`src/design/cpmc_pkg.sv`:
```
// shared constants, types and decoders for the core pll configuration block
package cpmc_pkg;

	// configuration register field layout
	localparam int          CFG_W            = 8;
	localparam int          RANGE_BIT        = 7;
	localparam int          DIVIDEND_MSB     = 6;
	localparam int          DIVIDEND_LSB     = 2;
	localparam int          DIVISOR_MSB      = 1;
	localparam int          DIVISOR_LSB      = 0;

	// decoded widths and the special zero codes
	localparam int          DIVIDEND_W       = 6;
	localparam int          DIVISOR_W        = 3;
	localparam logic [5:0]  DIVIDEND_ZERO    = 6'h20;
	localparam logic [2:0]  DIVISOR_ZERO     = 3'h5;

	// value after reset: range set, 15/2, 150 MHz from a 20 MHz reference
	localparam logic [7:0]  CFG_RESET        = 8'hBE;

	// frequency figures in kHz
	localparam int          DEFAULT_REF_KHZ  = 20000;
	localparam int          CORE_TARGET_KHZ  = 150000;
	localparam int          REF_LIMIT_KHZ    = 167000;
	localparam int          REF_LIMIT_MULT   = 4;

	// serial bit period in core cycles: 150 MHz / 115,200 baud
	localparam int          BAUD_DIV_W       = 16;
	localparam logic [15:0] BAUD_DIV_RESET   = 16'h0516;

	// register field view
	typedef struct packed {
		logic       range_sel;
		logic [4:0] dividend_code;
		logic [1:0] divisor_code;
	} cpmc_cfg_s;

	// startup sequence
	typedef enum logic [1:0] {
		ST_RESET  = 2'b00,
		ST_SCRIPT = 2'b01,
		ST_RUN    = 2'b10
	} cpmc_state_e;

	function automatic logic [5:0] decode_dividend(input logic [4:0] code);
		decode_dividend = (code == 5'h00) ? DIVIDEND_ZERO : {1'b0, code};
	endfunction : decode_dividend

	function automatic logic [2:0] decode_divisor(input logic [1:0] code);
		decode_divisor = (code == 2'h0) ? DIVISOR_ZERO : {1'b0, code};
	endfunction : decode_divisor

endpackage : cpmc_pkg

```
`src/design/cpmc_baud_tick.sv`:
```
// serial bit tick paced by core clock credit from the pll ratio
`timescale 1ns/1ps
module cpmc_baud_tick
	import cpmc_pkg::*;
#(
	parameter int BDW = BAUD_DIV_W
) (
	// clock and reset
	input  wire logic           ref_clk_i,
	input  wire logic           rst_n_i,
	// reference edge and ratio
	input  wire logic           ref_edge_i,
	input  wire logic [5:0]     dividend_i,
	input  wire logic [2:0]     divisor_i,
	input  wire logic [BDW-1:0] baud_div_i,
	// bit tick
	output logic                tick_o
);

	localparam int AW = BDW + 4;

	logic [AW-1:0] acc_r;
	logic [AW-1:0] thr;
	logic [AW-1:0] sum;

	// each reference edge is worth dividend/divisor core cycles; scaling
	// by divisor keeps it integer, so no rounding drift accumulates
	assign thr = AW'(divisor_i) * AW'(baud_div_i);
	assign sum = acc_r + AW'(dividend_i);

	always_ff @(posedge ref_clk_i or negedge rst_n_i) begin
		if (!rst_n_i) begin
			acc_r  <= '0;
			tick_o <= 1'b0;
		end else begin
			tick_o <= 1'b0;
			if (ref_edge_i) begin
				if (sum >= thr) begin
					acc_r  <= sum - thr;
					tick_o <= 1'b1;
				end else begin
					acc_r <= sum;
				end
			end
		end
	end

endmodule : cpmc_baud_tick

```
`src/design/cpmc_pll_config.sv`:
```
// core pll multiplier configuration register with startup script load
`timescale 1ns/1ps
module cpmc_pll_config
	import cpmc_pkg::*;
(
	// clock and reset
	input  wire logic                  ref_clk_i,
	input  wire logic                  rst_n_i,
	// external reference oscillator, sampled
	input  wire logic                  external_reference_input_i,
	input  wire logic [17:0]           ref_freq_khz_i,
	// startup script entry
	input  wire logic                  script_valid_i,
	input  wire logic [CFG_W-1:0]      script_cfg_i,
	// register write and read port
	input  wire logic                  cfg_wr_i,
	input  wire logic [CFG_W-1:0]      cfg_wdata_i,
	output logic [CFG_W-1:0]           cfg_rdata_o,
	// serial bit period in core cycles
	input  wire logic [BAUD_DIV_W-1:0] baud_div_i,
	// decoded pll setting and status
	output logic                       pll_range_select_o,
	output logic [DIVIDEND_W-1:0]      dividend_o,
	output logic [DIVISOR_W-1:0]       multiplier_divisor_o,
	output logic                       cfg_ready_o,
	output logic                       core_freq_ok_o,
	output logic                       ref_freq_ok_o,
	output logic                       baud_tick_o
);

	cpmc_state_e state_r;
	cpmc_state_e state_nxt;

	cpmc_cfg_s core_pll_multiplier_config_r;
	logic      ref_prev_r;
	logic      ref_edge;
	logic      sw_wr_ok;

	logic [5:0]  dividend;
	logic [2:0]  divisor;
	logic [35:0] core_lhs;
	logic [35:0] core_rhs;
	logic [35:0] ref_lhs;

	// run state test, shared by write gating and the ready output
	function automatic logic in_run(input cpmc_state_e st);
		in_run = (st == ST_RUN);
	endfunction : in_run

	// script window test; only one cycle wide after reset release
	function automatic logic in_script(input cpmc_state_e st);
		in_script = (st == ST_SCRIPT);
	endfunction : in_script

	// startup ordering
	always_comb begin
		state_nxt = state_r;
		case (state_r)
			// one idle edge so the reset value is visible first
			ST_RESET: begin
				state_nxt = ST_SCRIPT;
			end
			// script entry gets exactly one edge
			ST_SCRIPT: begin
				state_nxt = ST_RUN;
			end
			// stays here until the next reset
			ST_RUN: begin
				state_nxt = ST_RUN;
			end
			// unused code, recover through the startup path
			default: begin
				state_nxt = ST_RESET;
			end
		endcase
	end

	always_ff @(posedge ref_clk_i or negedge rst_n_i) begin
		if (!rst_n_i) begin
			state_r <= ST_RESET;
		end else begin
			state_r <= state_nxt;
		end
	end

	// writes before the script has run would be overwritten, so hold off
	assign sw_wr_ok = in_run(state_r) && cfg_wr_i;

	always_ff @(posedge ref_clk_i or negedge rst_n_i) begin
		if (!rst_n_i) begin
			core_pll_multiplier_config_r <= cpmc_cfg_s'(CFG_RESET);
		end else if (in_script(state_r) && script_valid_i) begin
			core_pll_multiplier_config_r <= cpmc_cfg_s'(script_cfg_i);
		end else if (sw_wr_ok) begin
			core_pll_multiplier_config_r <= cpmc_cfg_s'(cfg_wdata_i);
		end
	end

	assign dividend =
		decode_dividend(core_pll_multiplier_config_r.dividend_code);
	assign divisor =
		decode_divisor(core_pll_multiplier_config_r.divisor_code);

	assign core_lhs = 36'(ref_freq_khz_i) * 36'(dividend);
	assign core_rhs = 36'(CORE_TARGET_KHZ) * 36'(divisor);
	assign ref_lhs  = 36'(ref_freq_khz_i) * 36'(REF_LIMIT_MULT);

	// register copy, one cycle behind the store
	always_ff @(posedge ref_clk_i or negedge rst_n_i) begin
		if (!rst_n_i) begin
			cfg_rdata_o        <= CFG_RESET;
			pll_range_select_o <= CFG_RESET[RANGE_BIT];
		end else begin
			cfg_rdata_o        <= core_pll_multiplier_config_r;
			pll_range_select_o <= core_pll_multiplier_config_r.range_sel;
		end
	end

	// decoded ratio; zero in reset so no stale ratio is shown
	always_ff @(posedge ref_clk_i or negedge rst_n_i) begin
		if (!rst_n_i) begin
			dividend_o           <= '0;
			multiplier_divisor_o <= '0;
		end else begin
			dividend_o           <= dividend;
			multiplier_divisor_o <= divisor;
		end
	end

	// ready lags the run state by one edge, writes count one earlier
	always_ff @(posedge ref_clk_i or negedge rst_n_i) begin
		if (!rst_n_i) begin
			cfg_ready_o <= 1'b0;
		end else begin
			cfg_ready_o <= in_run(state_r);
		end
	end

	always_ff @(posedge ref_clk_i or negedge rst_n_i) begin
		if (!rst_n_i) begin
			core_freq_ok_o <= 1'b0;
		end else begin
			// exact match only; a near miss still upsets the serial rate
			core_freq_ok_o <= (core_lhs == core_rhs);
		end
	end

	always_ff @(posedge ref_clk_i or negedge rst_n_i) begin
		if (!rst_n_i) begin
			ref_freq_ok_o <= 1'b0;
		end else begin
			// limit is inclusive, equality still passes
			ref_freq_ok_o <= (ref_lhs <= 36'(REF_LIMIT_KHZ));
		end
	end

	// reference edge, pin taken as synchronous
	always_ff @(posedge ref_clk_i or negedge rst_n_i) begin
		if (!rst_n_i) begin
			ref_prev_r <= 1'b0;
		end else begin
			ref_prev_r <= external_reference_input_i;
		end
	end

	// prev resets to the idle low level, so no false edge after reset;
	// edges closer than two clocks merge, a limit on the reference rate
	assign ref_edge = external_reference_input_i & ~ref_prev_r;

	cpmc_baud_tick #(
		.BDW        (BAUD_DIV_W)
	) u_baud (
		.ref_clk_i  (ref_clk_i),
		.rst_n_i    (rst_n_i),
		.ref_edge_i (ref_edge),
		.dividend_i (dividend),
		.divisor_i  (divisor),
		.baud_div_i (baud_div_i),
		.tick_o     (baud_tick_o)
	);

endmodule : cpmc_pll_config

```
`config.mk`:
```
export PLATFORM = sky130hd
export DESIGN_NAME = cpmc_pll_config
export DESIGN_NICKNAME = d
export VERILOG_FILES = /design/src/design/cpmc_pkg.sv /design/src/design/cpmc_baud_tick.sv /design/src/design/cpmc_pll_config.sv
export SDC_FILE = /design/constraint.sdc
export NUM_CORES = 1
export LEC_CHECK = 0
export BUFFER_PORTS_ARGS = -buffer_cell sky130_fd_sc_hd__buf_4
export CAP_MARGIN = 20
export CORE_MARGIN = 5
export CORE_UTILIZATION = 62
export CTS_CLUSTER_SIZE = 16
export DETAILED_ROUTE_END_ITERATION = 6
export GPL_ROUTABILITY_DRIVEN = 1
export PLACE_DENSITY = 0.83
export SETUP_SLACK_MARGIN = 0.4
export SYNTH_ARGS = -nofsm -noshare
export SYNTH_HDL_FRONTEND = slang
export SYNTH_SLANG_ARGS = --single-unit
```
`constraint.sdc`:
```
create_clock -name ref_clk_i -period 6.6 [get_ports ref_clk_i]
set_input_delay 1.32 -clock ref_clk_i [delete_from_list [all_inputs] [get_ports ref_clk_i]]
set_output_delay 1.32 -clock ref_clk_i [all_outputs]
set_load 0.02 [all_outputs]
```
==> results.cfg <==
[outcome]
status = complete, no violations

[worst_setup_path]
r2r_slack_ns = 0.86
cp-end-kind = flip-flop
path_max_fanout = 23
worstSetupPathType = flip-flop to flip-flop
ff2ff_path_depth = 18
reg2reg_to = core_freq_ok_o
required_ns = 6.82
timing.rr.start = core_pll_multiplier_config_r[2]
arrival_ns = 5.95
crit_path_start_kind = flip-flop

[drt]
post_drt_wl_per_cell_um = 14.99
vias_per_cell = 5.650
firstDrtPassIters = 5
postRouteAntennaNets = 0
first_iter_violations = 376
drt-total-wl_um = 19020
drcViolationCount = 0
vias = 7170

[clocking]
hold_buffers = 0
clk_latency_ns = 0.31
cts_tree = done
cts_made_buffers = 5
path_clk_slew_ns = 0.07
cts_root_buf = clkbuf_16
clock_path_buffers = 2
clkSinkCount = 52
htree_levels = 2

[logic_synthesis]
synth_ff_type = dfrtp_1
synth_edf_count = 0
async_reset_ff_share_pct = 100.0
synth_cells = 1034
synth_top_cell_by_area = fa_1
ys_types = 68
synthTopCellsByArea = fa_1 (20%), ha_1 (13%), dfrtp_1 (12%)
syn_avg_cell_area_sq_um = 8.197
synth_most_common_cell = nand2_1
syn-num-nets = 1258
synth_top_area_share_pct = 19.84
yosysWarnings = 0
netlist_top_cells_count = nand2_1 (156), inv_1 (134), ha_1 (85)
netlist_area_sq_mm = 0.008476
synth-seq-cells = 52
yosysSeqAreaShare_pct = 15.53

[placed_design]
place_ws_ns = 0.5829
dp.final_hpwl_um = 15390
placed_area_sq_mm = 0.009181
gp_congestion = 0.8812
port_buffers = 76

[final_layout]
nets = 1316
utilization_pct = 70.14
drive_above_1_share_pct = 11.53
final_area_sq_mm = 0.009363
diodes = 0
areaGrowthSynthToFinish_pct = 10.47

[worst_hold_path]
hold-path-endpoint = cfg_rdata_o[7]
worstHoldStart = core_pll_multiplier_config_r[7]
hold_path.class = flip-flop to flip-flop
min_path_cells = 0

[timing]
finClkSkew_ns = 0.007114
timing.slew.headroom_pct = 55.33
period_needed_ns = 5.735
rsz0062_at_grt = no
fmax_ghz = 0.1744
hold_viol = 0
worstMarginPinSlew_ns = 0.6700
post-route-period-util_pct = 86.90
setup_slack_ns = 0.8645
finalSetupViolations = 0
finalMaxSlewViolations = 0
fin_setup_tns_ns = 0
holdWs_ns = 0.3674

[die]
ioPinCount = 77
num_rows = 42
initial_utilization_pct = 63.50
core-area_sq_mm = 0.01335
dieWidth_um = 126.9
die_y_um = 126.9
die_area_sq_mm = 0.01611

[grt]
grt_antenna_before_repair = 0
grt_usage_pct = 24.56
grt-ovfl-total = 0
grt_max_degree = 53
grt_pass1_wl_um = 33230
grt_pass1_vias = 7383

[power_and_ir_drop]
ir_drop_v = 0.0002082
leakagePower_nw = 4.626
power.density_mw_per_mm2 = 381.9

[job]
cap_violations = 0
-- cells in the final DEF, fill, tap and decap left out, types with 4 or more instances in the layout --
cell type	instances
a21o_1	21
mux2i_1	17
dfrtp_1	40
xor2_1	30
ha_1	83
o21ai_0	37
dfstp_2	12
inv_1	133
and3_1	5
fa_1	84
a31oi_1	9
clkbuf_16	5
xnor2_1	35
nand2b_1	10
nand2_1	156
nor2b_1	10
nand3_1	14
nor2_1	52
nand4_1	13
a21oi_1	58
a211oi_1	5
and2_1	60
nor3_1	22
o21ai_1	19
buf_4	87
o211ai_1	4
-- registers in the layout (all words and copies together) (netlist names) --
register                      count
dividend_o                        6
state_r                           2
core_freq_ok_o                    1
ref_prev_r                        1
multiplier_divisor_o              3
u_baud.tick_o                     1
u_baud.acc_r                     20
ref_freq_ok_o                     1
cfg_rdata_o                       8
cfg_ready_o                       1
core_pll_multiplier_config_r      8
-- cell families (layout without fill, tap and decap cells) --
logic type      Yosys count  count (layout)  share of synthesized area [%]
buf+inv                 171             230                          7.824
flops                    52              52                          15.53
compound gates          189             189                          13.70
mux                      21              21                          2.672
xor+xnor                 65              65                          6.717
fa+ha+maj               169             169                          32.39
simple gates            367             367                          21.17
-- metal layers --
layer | up-vias | track usage (%) | share of wire [%]
met5 | - | 0 | 0
met4 | 0 | 7.697 | 2.4
met3 | 37 | 3.657 | 4.1
met2 | 155 | 43.77 | 51
met1 | 3450 | 30.68 | 43
li1 | 3528 | - | -
-- power breakdown --
part | leakage (nW) | total (mW) | internal [mW] | switching, mW
clock network | 0.0708 | 0.279 | 0.144 | 0.135
registers | 0.610 | 0.478 | 0.401 | 0.0768
logic | 3.94 | 2.82 | 1.23 | 1.59
-- area by class of cell --
class / instances / area (sq um)
Clock inverter: 3 / 25.02
Timing Repair Buffer: 88 / 668.1
Tap cell: 176 / 220.2
Inverter: 134 / 506.7
Multi-Input combinational cell: 811 / 6501
Clock buffer: 5 / 125.1
Fill cell: 1084 / 3985
Sequential cell: 52 / 1316
-- how the worst max path moves through the flow --
stage,from,to,slack [ns],depth (start not counted)
2_1_floorplan,core_pll_multiplier_config_r[1],u_baud.acc_r[19],0.84,30
3_3_place_gp,baud_div_i[1],u_baud.acc_r[19],0.69,21
3_5_place_dp,baud_div_i[1],u_baud.acc_r[19],0.58,21
4_1_cts,core_pll_multiplier_config_r[1],u_baud.acc_r[19],0.63,22
5_1_grt,core_pll_multiplier_config_r[1],u_baud.acc_r[8],0.40,24
6_report,core_pll_multiplier_config_r[2],core_freq_ok_o,0.86,18
-- worst max-delay path: stages (launching register included) --
cell,delay [ns]
dfstp_2,0.86
or4_1,0.20
nor2_1,0.05
buf_4,0.23
and2_1,0.19
fa_1,0.54
inv_1,0.06
fa_1,0.51
fa_1,0.56
inv_1,0.05
ha_1,0.37
xnor2_1,0.38
nor3_1,0.08
a311o_1,0.31
a2111oi_0,0.34
nand4_1,0.16
nor4b_1,0.37
nand4_1,0.14
nor3b_1,0.23
-- stage by stage --
step | power, mW | instances
global route | 3.956 | 1269
CTS | 3.558 | 1267
detailed placement | 3.262 | 1259
finish | 3.575 | 1269
global placement | 3.186 | 1259
floorplan | 2.721 | 1034
-- timing repair --
item / 4_1_cts / 5_1_grt
setup endpoints to repair: 0 / 21
gates resized for setup: 0 / 6
buffers inserted: 0 / 2
(Power assumes the default switching activity.)
